==> src/common/sgc_map.svh <==
`ifndef SGC_MAP_SVH
`define SGC_MAP_SVH

// Register offsets
`define SGC_OFS_STORM_HI 8'h06
`define SGC_OFS_STORM_LO 8'h07
`define SGC_OFS_FTEST_A 8'h08
`define SGC_OFS_FTEST_B 8'h09
`define SGC_OFS_FTEST_C 8'h0a
`define SGC_OFS_CLK_SEL 8'h0b
`define SGC_OFS_PRIO_LO 8'h0c
`define SGC_OFS_PRIO_HI 8'h0d

// Reset values
`define SGC_RST_STORM_HI 8'h20
`define SGC_RST_STORM_LO 8'h63
`define SGC_RST_FTEST_A 8'h00
`define SGC_RST_FTEST_B 8'h24
`define SGC_RST_FTEST_C 8'h35
`define SGC_RST_CLK_CODE 2'h2
`define SGC_RST_CLK_LOW 6'h08
`define SGC_RST_PRIO_LO 8'h50
`define SGC_RST_PRIO_HI 8'hfa

// Field positions
`define SGC_STORM_HI_MSB 2
`define SGC_STORM_HI_RW_MSB 6
`define SGC_CLK_SEL_MSB 7
`define SGC_CLK_SEL_LSB 6

// Timing
`define SGC_CLK_KHZ 100000
`define SGC_PERIOD_100M_MS 67
`define SGC_PERIOD_10M_MS 500

`endif

==> src/common/sgc_pkg.sv <==
package sgc_pkg;

  typedef enum logic [1:0] {
    SGC_CLK_31M25 = 2'h0,
    SGC_CLK_62M5 = 2'h1,
    SGC_CLK_125M = 2'h2,
    SGC_CLK_RSVD = 2'h3
  } sgc_clk_code_type;

  typedef struct packed {
    logic wr;
    logic rd;
    logic [7:0] addr;
    logic [7:0] wdata;
  } sgc_reg_req_type;

  typedef struct packed {
    logic valid;
    logic [2:0] tag;
  } sgc_tag_in_type;

endpackage : sgc_pkg

==> src/rtl/sgc_global_regs.sv <==
`include "sgc_map.svh"

module sgc_global_regs #(
  parameter int NUM_PORTS = 3,
  parameter int unsigned PERIOD_FAST_CYC = `SGC_PERIOD_100M_MS * `SGC_CLK_KHZ,
  parameter int unsigned PERIOD_SLOW_CYC = `SGC_PERIOD_10M_MS * `SGC_CLK_KHZ
) (
  input wire logic clk_sys,
  input wire logic srst,
  input wire sgc_pkg::sgc_reg_req_type reg_req,
  output logic [7:0] reg_rdata,
  output logic reg_rvalid,
  input wire logic [NUM_PORTS-1:0] bcast_blk,
  input wire logic [NUM_PORTS-1:0] port_is_10m,
  output logic [NUM_PORTS-1:0] storm_drop,
  input wire sgc_pkg::sgc_tag_in_type tag_in,
  output logic [1:0] frame_priority,
  output logic frame_priority_valid,
  output sgc_pkg::sgc_clk_code_type host_clk_sel
);

  logic [6:0] storm_hi_r;
  logic [7:0] storm_lo_r;
  sgc_pkg::sgc_clk_code_type clk_sel_r;
  logic [7:0] prio_lo_r;
  logic [7:0] prio_hi_r;
  logic [7:0] rdata_r;
  logic rvalid_r;
  logic [1:0] prio_r;
  logic prio_valid_r;
  logic [NUM_PORTS-1:0] drop_w;

  ////////////////////////////////////////////////////////////////
  // Decode
  wire wr_hi = reg_req.wr && (reg_req.addr == `SGC_OFS_STORM_HI);
  wire wr_lo = reg_req.wr && (reg_req.addr == `SGC_OFS_STORM_LO);
  wire wr_clk = reg_req.wr && (reg_req.addr == `SGC_OFS_CLK_SEL);
  wire wr_plo = reg_req.wr && (reg_req.addr == `SGC_OFS_PRIO_LO);
  wire wr_phi = reg_req.wr && (reg_req.addr == `SGC_OFS_PRIO_HI);
  wire [1:0] clk_code_in = reg_req.wdata[`SGC_CLK_SEL_MSB:`SGC_CLK_SEL_LSB];
  wire clk_code_ok = (clk_code_in != 2'h3);
  wire [10:0] threshold = {storm_hi_r[`SGC_STORM_HI_MSB:0], storm_lo_r};
  wire [15:0] prio_all = {prio_hi_r, prio_lo_r};
  wire [1:0] prio_sel = prio_all[{tag_in.tag, 1'b0} +: 2];

  logic [7:0] rd_mux;
  always_comb
  begin
    unique case (reg_req.addr)
      `SGC_OFS_STORM_HI: rd_mux = {1'b0, storm_hi_r};
      `SGC_OFS_STORM_LO: rd_mux = storm_lo_r;
      `SGC_OFS_FTEST_A: rd_mux = `SGC_RST_FTEST_A;
      `SGC_OFS_FTEST_B: rd_mux = `SGC_RST_FTEST_B;
      `SGC_OFS_FTEST_C: rd_mux = `SGC_RST_FTEST_C;
      `SGC_OFS_CLK_SEL: rd_mux = {clk_sel_r, `SGC_RST_CLK_LOW};
      `SGC_OFS_PRIO_LO: rd_mux = prio_lo_r;
      `SGC_OFS_PRIO_HI: rd_mux = prio_hi_r;
      default: rd_mux = 8'h00;
    endcase
  end

  ////////////////////////////////////////////////////////////////
  // Registers
  always_ff @(posedge clk_sys)
  begin
    if (srst)
    begin
      storm_hi_r <= 7'(`SGC_RST_STORM_HI);
      storm_lo_r <= `SGC_RST_STORM_LO;
      clk_sel_r <= sgc_pkg::sgc_clk_code_type'(`SGC_RST_CLK_CODE);
      prio_lo_r <= `SGC_RST_PRIO_LO;
      prio_hi_r <= `SGC_RST_PRIO_HI;
    end
    else
    begin
      // Bit 7 of the high register is read-only zero
      if (wr_hi)
        storm_hi_r <= reg_req.wdata[`SGC_STORM_HI_RW_MSB:0];
      if (wr_lo)
        storm_lo_r <= reg_req.wdata;
      if (wr_clk && clk_code_ok)
        clk_sel_r <= sgc_pkg::sgc_clk_code_type'(clk_code_in);
      if (wr_plo)
        prio_lo_r <= reg_req.wdata;
      if (wr_phi)
        prio_hi_r <= reg_req.wdata;
    end
  end

  always_ff @(posedge clk_sys)
  begin
    if (srst)
    begin
      rdata_r <= 8'h00;
      rvalid_r <= 1'b0;
    end
    else
    begin
      rvalid_r <= reg_req.rd;
      if (reg_req.rd)
        rdata_r <= rd_mux;
    end
  end

  // Priority answer one cycle after the tag
  always_ff @(posedge clk_sys)
  begin
    if (srst)
    begin
      prio_r <= 2'h0;
      prio_valid_r <= 1'b0;
    end
    else
    begin
      prio_valid_r <= tag_in.valid;
      if (tag_in.valid)
        prio_r <= prio_sel;
    end
  end

  ////////////////////////////////////////////////////////////////
  // Per port storm meters; drop is already a flop inside
  genvar p;
  generate
    for (p = 0; p < NUM_PORTS; p++)
    begin : g_port
      sgc_storm_meter #(
        .PERIOD_FAST_CYC(PERIOD_FAST_CYC),
        .PERIOD_SLOW_CYC(PERIOD_SLOW_CYC),
        .CNT_W(26)
      ) u_meter (
        .clk_sys(clk_sys),
        .srst(srst),
        .is_10m(port_is_10m[p]),
        .blk(bcast_blk[p]),
        .threshold(threshold),
        .drop(drop_w[p])
      );
    end
  endgenerate

  assign reg_rdata = rdata_r;
  assign reg_rvalid = rvalid_r;
  assign storm_drop = drop_w;
  assign frame_priority = prio_r;
  assign frame_priority_valid = prio_valid_r;
  assign host_clk_sel = clk_sel_r;

endmodule : sgc_global_regs

==> src/rtl/sgc_storm_meter.sv <==
module sgc_storm_meter #(
  parameter int unsigned PERIOD_FAST_CYC = 6700000,
  parameter int unsigned PERIOD_SLOW_CYC = 50000000,
  parameter int CNT_W = 26
) (
  input wire logic clk_sys,
  input wire logic srst,
  input wire logic is_10m,
  input wire logic blk,
  input wire logic [10:0] threshold,
  output logic drop
);

  logic [CNT_W-1:0] tick_r;
  logic [10:0] blocks_r;
  logic drop_r;
  wire [CNT_W-1:0] last_fast = CNT_W'(PERIOD_FAST_CYC - 1);
  wire [CNT_W-1:0] last_slow = CNT_W'(PERIOD_SLOW_CYC - 1);
  wire period_end = (tick_r >= (is_10m ? last_slow : last_fast));
  wire at_limit = (blocks_r >= threshold);
  wire [10:0] blocks_nxt = blocks_r + 11'h001;
  // Drop tracks the next count, so it clears at period end in the same cycle the count restarts from blk
  wire [10:0] count_nxt = period_end ? {10'h000, blk}
    : ((blk && !at_limit) ? blocks_nxt : blocks_r);

  ////////////////////////////////////////////////////////////////
  always_ff @(posedge clk_sys)
  begin
    if (srst)
    begin
      tick_r <= '0;
      blocks_r <= 11'h000;
      drop_r <= 1'b0;
    end
    else
    begin
      tick_r <= period_end ? '0 : tick_r + CNT_W'(1);
      blocks_r <= count_nxt;
      drop_r <= (count_nxt >= threshold);
    end
  end

  assign drop = drop_r;

endmodule : sgc_storm_meter

==> config.mk <==
export PLATFORM = sky130hd
export DESIGN_NAME = sgc_global_regs
export DESIGN_NICKNAME = d
export VERILOG_FILES = /design/src/common/sgc_pkg.sv /design/src/rtl/sgc_global_regs.sv /design/src/rtl/sgc_storm_meter.sv
export VERILOG_INCLUDE_DIRS = /design/src /design/src/common
export SDC_FILE = /design/constraint.sdc
export NUM_CORES = 1
export LEC_CHECK = 0
export BUFFER_PORTS_ARGS = -buffer_cell sky130_fd_sc_hd__buf_2
export CELL_PAD_IN_SITES_DETAIL_PLACEMENT = 0
export CELL_PAD_IN_SITES_GLOBAL_PLACEMENT = 2
export CORE_ASPECT_RATIO = 1.75
export CORE_MARGIN = 1.5
export CORE_UTILIZATION = 38
export CTS_CLUSTER_SIZE = 8
export DETAILED_ROUTE_END_ITERATION = 16
export PLACE_DENSITY = 0.82
export SLEW_MARGIN = 20
export SYNTH_ARGS = -nofsm -noshare
export SYNTH_HDL_FRONTEND = slang
export SYNTH_SLANG_ARGS = --single-unit
==> constraint.sdc <==
create_clock -name clk_sys -period 4.5 [get_ports clk_sys]
set_input_delay 0.45 -clock clk_sys [delete_from_list [all_inputs] [get_ports clk_sys]]
set_output_delay 0.45 -clock clk_sys [all_outputs]
set_load 0.1 [all_outputs]
==> metrics.md, run 1 <==
| Metric | Value |
|---|---|
| Status | `finished clean` |
| RR Startpoint | `storm_hi_r[0]` |
| DRC Markers | `0` |
| GRT Total Usage | `about a fifth` |
| Final Wtd Congestion | `about 0.82` |
| Power per cell area | `between 200 and 300 mW/mm²` |
| Critical Path Stages | `13` |
| CTS Root Cell | `clkbuf_16` |
| Tcrit/Tclk final | `between 80% and 90%` |
| Vias per cell | `5.33` |
| Drt pass-1 iters | `4` |
| Worst-Margin Slew | `approximately 860 ps` |
| Achievable Freq | `~0.27 GHz` |
| WL final | `around 25000 µm` |
| Worst R2R Setup Slack | `approximately 850 ps` |
| Yosys cell types | `73` |
| Clock Skews | `5.54 ps` |
| Grt ovf | `0` |
| Clock edge transition at the registers on the reported setup and hold paths | `60 ps` |
| Top-area cell type share of the netlist area | `33.3%` |
| Slew HR | `between 40% and 50%` |
| R2R cell count | `13` |
| Slowest stage delay, CP | `about 480 ps` |
| CP startpoint kind | `flip-flop` |
| CTS tree | `done` |
| Post-CTS Resized | `0` |
| R2r endpoint | `g_port[2].u_meter.drop` |
| Routed len/inst | `around 17 µm` |
| Final Hold Fails | `0` |
| CP Class | `reg2reg` |
| WP data required | `a little under 5000 ps` |
| EDFF count, synth | `0` |
| Post-synthesis cell count | `1125` |
| Share of the yosys chip area belonging to registers | `around 33%` |
| Most used cell along the critical path | `a21o_1` |
| HP Class | `in2reg` |
| Tmin final | `about 3700 ps` |
| WP buf/inv | `1` |
| CTS Buf Count | `17` |
| First-pass GRT wire length | `a little over 40000 µm` |
| Synth Register Bits | `about 160` |
| DIE AREA | `0.0261 mm²` |
| Main area contributors after synthesis | `dfxtp_1, ha_1, nor2_1, xnor2_1, nand3_1` |
| Clock latency at the later pin of the worst-skew pair | `roughly 440 ps` |
| H-Tree Depth | `4` |
| Hold Crit Depth | `2` |
| Initial antenna violation count | `0` |
| Initial Util | `38.8%` |
| Final WS setup | `approximately 850 ps` |
| Hold-fix buffers, CTS | `0` |
| Final Core Density | `between 40% and 50%` |
| Setup_tns | `0 ps` |
| Cell row count | `76` |
| DPL Wire Length | `18700 µm` |
| Most common cell in the netlist | `nor2_1` |
| Routed Antenna Nets | `0` |
| Antenna Cells | `0` |
| Ys Warns | `0` |
| Final net count | `approximately 1300` |
| Die Span Y | `approximately 210 µm` |
| Crit. End Element | `flip-flop` |
| Final setup violation count | `0` |
| Worst setup path start | `storm_hi_r[0]` |
| Most used flip-flop cell after synthesis | `dfxtp_1` |
| Die X | `between 100 and 150 µm` |
| RSZ-0062 raised after global routing | `false` |
| Critical path arrival | `about 4000 ps` |
| Core area | `approximately 0.025 mm²` |
| Post-synth top cells | `nor2_1, dfxtp_1, ha_1` |
| Synthesized area | `0.00956 mm²` |
| CP top delay family | `compound AO/OA/AOI/OAI gates` |
| Cell taking the most area after synthesis | `dfxtp_1` |
| Placement Setup Slack | `601 ps` |
| Max IR drop VDD | `280 µV` |
| Final Max Slew Viols | `0` |
| Via count | `between 7000 and 8000` |
| CP Cell Sequence | `inv_1 > ha_1 > a21o_1 > a21o_1 > a2111o_1 > a2111oi_2 > nand4_1 > a21oi_1 > ha_1 > a21o_1 > a21oi_1 > o21ai_0 > a41o_1` |
| Area Overhead vs Synth | `11.5%` |
| Number of DRC markers after the initial detailed-route iteration | `about 260` |
| Mapped Avg Cell Area | `8.50 µm²` |
| MaxCap Viol Count | `0` |
| Worst setup endpoint | `g_port[2].u_meter.drop` |
| Syn nets | `~1300` |
| CTS sink cnt | `159` |
| Max FO, Critical Path | `4` |
| Max clock buf depth | `2` |
| Leak | `between 4 and 5 nW` |
| Share of post-route cells with drive strength above 1 | `approximately 8.8%` |
| I/O pins | `47` |
| Largest net degree at the start of global routing | `36` |
| Critical Path Slowest Stage Cell | `a2111oi_2` |
| Port Buffers | `46` |
| Post-synthesis async set-or-reset flop share | `0%` |
| Post-CTS Setup Inserts | `0` |
| Vias in the first global route | `approximately 8000` |
[where the power goes]
| part | total, mW | switching (mW) | internal (mW) |
|---|---|---|---|
| logic | 0.211 | 0.137 | 0.0733 |
| registers | 1.44 | 0.0178 | 1.42 |
| clock network | 1.54 | 0.600 | 0.937 |
| total | 3.19 | 0.755 | 2.43 |
[area by class of cell]
type                    instances  area [µm²]
well taps                     312         390
flip-flops and latches        159        3180
multi-input cells             895        6040
fillers                      2571       14000
clock inverters                11         165
repair buffers                 55         298
inverters                      37         139
clock buffers                  20         447
[flip-flops by register name (all words and copies together), names as in the netlist]
| signal | flops |
|---|---|
| host_clk_sel | 2 |
| g_port.u_meter.drop | 3 |
| storm_lo_r | 8 |
| storm_hi_r | 7 |
| g_port.u_meter.blocks_r | 33 |
| frame_priority | 2 |
| frame_priority_valid | 1 |
| reg_rvalid | 1 |
| g_port.u_meter.tick_r | 78 |
| prio_hi_r | 8 |
| reg_rdata | 8 |
| prio_lo_r | 8 |
[per-layer routing]
metal | vias up | track usage, % | routed length (µm)
li1 | 4070 | - | -
met3 | 36 | 3.18 | 588
met5 | - | 0 | 0
met1 | 3734 | 20.6 | 9570
met4 | 0 | 9.14 | 807
met2 | 96 | 39.3 | 13800
[how the worst min path moves through the flow]
stage,startpoint,end,slack [ps]
after floorplan,g_port[1].u_meter.tick_r[0],g_port[1].u_meter.tick_r[0],430
after global placement,reg_rdata[5],reg_rdata[5],430
after detailed placement,reg_rdata[5],reg_rdata[5],440
after CTS,tag_in[3],frame_priority[0],220
after global routing,tag_in[3],frame_priority[1],270
final,tag_in[3],frame_priority[1],250
[cells in the final DEF, fill, tap and decap left out, types with 6 or more instances in the layout]
cell type  Yosys  layout
buf_4          4       9
a31oi_1        6       6
and3_1        22      22
nor3_1        12      12
nor2b_1       12      12
nand3_1       69      69
ha_1         108     108
clkbuf_16      0      17
mux2i_1       20      20
nand2b_1      14      14
nor2_1       188     188
nand4_1       32      32
a211oi_1      18      18
a21oi_1       63      63
dfxtp_1      159     159
a21boi_0       6       6
xnor2_1       70      70
o21ai_0       23      23
a21o_1        19      19
xor2_1        28      28
nand2_1       91      91
inv_1         37      37
buf_2          4      46
[kinds of logic after synthesis]
logic type	share of synthesized area, %
AOI/OAI and AO/OA	13.7
xor gates and xnor gates	8.98
adders and majority gates	14.1
buffers and inverters	3.55
DFF	33.3
muxes	3.04
and+or+nand+nor	23.3
[metrics by stage]
step / instances / power [mW] / hold WS [ps] / instance area, µm²
after CTS: 1489 / 3.24 / 225 / 10700
after detailed placement: 1458 / 1.69 / 440 / 10000
final: 1489 / 3.19 / 248 / 10700
after floorplan: 1125 / 1.62 / 426 / 9560
after global routing: 1489 / 3.32 / 267 / 10700
after global placement: 1458 / 1.69 / 433 / 10000
Note: power is estimated with default switching activity, not from simulation.
==> run 2: changes to the inputs <==
- clock period: 4.5 -> 3.6 ns (I/O delays scaled with it)
==> run 2 against run 1 <==
Against the previous run:
- clock power increased by 24%
- sequential share of layout area fell by 0.81 points
- utilization increased by 1.2 points
- maximum frequency increased by 6.9%
- sequential power is 25% higher
- critical path depth rose by 1
- via count rose by 1.7%
- non-clock buffer count is 31 higher
- setup slack got worse by 670 ps
- combinational power grew 32%
- highest routed layer unchanged
==> metrics.md, run 2 (same netlist as run 1, synthesis figures left out) <==
| Metric | Value |
|---|---|
| RSZ-0062 raised after global routing | `false` |
| CTS Root Cell | `clkbuf_16` |
| Critical Path Stages | `14` |
| Critical path arrival | `~3800 ps` |
| Slew HR | `between 50% and 60%` |
| GRT Total Usage | `about 20%` |
| Setup_tns | `0 ps` |
| I/O pins | `47` |
| Vias in the first global route | `slightly above 8000` |
| Number of flip-flops in the largest register | `78` |
| Cell row count | `76` |
| Max clock buf depth | `2` |
| Critical Path Slowest Stage Cell | `a2111o_1` |
| Port Buffers | `46` |
| Share of post-route cells with drive strength above 1 | `around 12%` |
| Grt ovf | `0` |
| Fin cells | `1521` |
| Final Max Slew Viols | `0` |
| WP buf/inv | `2` |
| Slowest stage delay, CP | `530 ps` |
| Area Overhead vs Synth | `14.6%` |
| Commonest non-fill, non-tap cell in the layout | `nor2_1` |
| Achievable Freq | `between 0.2 and 0.3 GHz` |
| Antenna Cells | `0` |
| Final net count | `1334` |
| WP data required | `between 3000 and 4000 ps` |
| Largest net degree at the start of global routing | `36` |
| Tcrit/Tclk final | `a little over nine tenths` |
| Leak | `between 4 and 5 nW` |
| WL final | `about 25000 µm` |
| Crit. End Element | `flip-flop` |
| Max FO, Critical Path | `4` |
| Tmin final | `3420 ps` |
| Clock latency at the later pin of the worst-skew pair | `approximately 440 ps` |
| Vias per cell | `about 5.3` |
| DPL Wire Length | `roughly 19000 µm` |
| Final Hold Fails | `0` |
| Hold-fix buffers, CTS | `0` |
| Worst-Margin Slew | `about 740 ps` |
| Status | `finished clean` |
| Final Wtd Congestion | `between 0.8 and 0.9` |
| Clock edge transition at the registers on the reported setup and hold paths | `roughly 70 ps` |
| Design Power | `about 4.0 mW` |
| Hold Crit Depth | `2` |
| Max IR drop VDD | `334 µV` |
| CP Class | `reg2reg` |
| Clock Skews | `roughly 8.7 ps` |
| Placed insts | `about 1500` |
| CP Cell Sequence | `inv_2 > buf_12 > ha_1 > a21oi_2 > o21ai_2 > a2111o_1 > a2111oi_4 > nand4_1 > a21oi_2 > ha_1 > a21o_1 > a21oi_1 > o21ai_0 > a41o_1` |
| CTS Buf Count | `17` |
| Die Span Y | `~210 µm` |
| DRC Markers | `0` |
| CTS sink cnt | `159` |
| H-Tree Depth | `4` |
| Number of DRC markers after the initial detailed-route iteration | `slightly below 300` |
| CTS tree | `done` |
| Final setup violation count | `0` |
| Largest registers | `g_port.u_meter.tick_r x78, g_port.u_meter.blocks_r x33` |
| DIE AREA | `~0.026 mm²` |
| Power per cell area | `364 mW/mm²` |
| First-pass GRT wire length | `about 41000 µm` |
| Initial Util | `around two fifths` |
| Via count | `~8100` |
| CP startpoint kind | `flip-flop` |
| R2R cell count | `14` |
| Commonest non-fill, non-tap cells in the layout | `nor2_1, dfxtp_1, ha_1, nand2_1, xnor2_1` |
| Initial antenna violation count | `0` |
| Core area | `about 0.025 mm²` |
| CP top delay family | `compound AO/OA/AOI/OAI gates` |
| MaxCap Viol Count | `0` |
| Die X | `around 120 µm` |
| Routed len/inst | `approximately 16 µm` |
| Register with the most flip-flops | `g_port.u_meter.tick_r` |
| Drt pass-1 iters | `4` |
| HP Class | `in2reg` |
| Routed Antenna Nets | `0` |
==> run 2: changes by cell type in the layout (fill, tap and decap cells not counted), moves of 2 or more <==
cell / change
inv_1: -4
buf_4: +29
inv_2: +4
a21oi_2: +3
inv_6: +3
buf_12: +2
a21oi_1: -3
==> run 2: layout make-up <==
cell class	count	area, µm²
flip-flops and latches	159	3180
clock inverters	12	156
fillers	2504	13700
repair buffers	86	556
well taps	312	390
clock buffers	20	457
inverters	37	139
multi-input cells	895	6070
==> run 2: metrics by stage <==
stage / util, % / hold WS (ps) / worst slack, ps / cell area [µm²]
floorplan: - / 426 / 388 / 9560
global placement: 41.8 / 434 / 82.4 / 10300
detailed placement: 41.8 / 444 / 84.0 / 10300
CTS: 44.3 / 127 / 69.5 / 10900
global route: 44.5 / 158 / 3.20 / 11000
finish: 44.5 / 154 / 183 / 11000
==> run 2: power breakdown <==
| part | switching [mW] | leakage, nW | internal (mW) |
|---|---|---|---|
| Clock | 0.779 | 0.301 | 1.13 |
| Combinational | 0.179 | 2.95 | 0.101 |
| Sequential | 0.0198 | 1.29 | 1.78 |
==> run 2: path summary, 6_finish.rpt <==
kind | end | start | slack [ps]
worst max-delay path | g_port[2].u_meter.drop | storm_lo_r[2] | 180
worst min-delay path | frame_priority[1] | tag_in[3] | 150
worst max register to register | g_port[2].u_meter.drop | storm_lo_r[2] | 180
worst min register to register | reg_rdata[3] | reg_rdata[3] | 460
==> run 2: per-layer routing <==
layer / share of wire [%] / GRT usage [%] / vias to the layer above
li1: - / - / 4141
met1: 39 / 20.5 / 3800
met2: 56 / 39.7 / 89
met3: 2.0 / 2.78 / 41
met4: 3.0 / 9.42 / 0
met5: 0 / 0 / -
==> run 2: repair_timing <==
item	CTS	global route
setup endpoints to repair	0	3
setup buffers	0	2
resized for setup	0	13
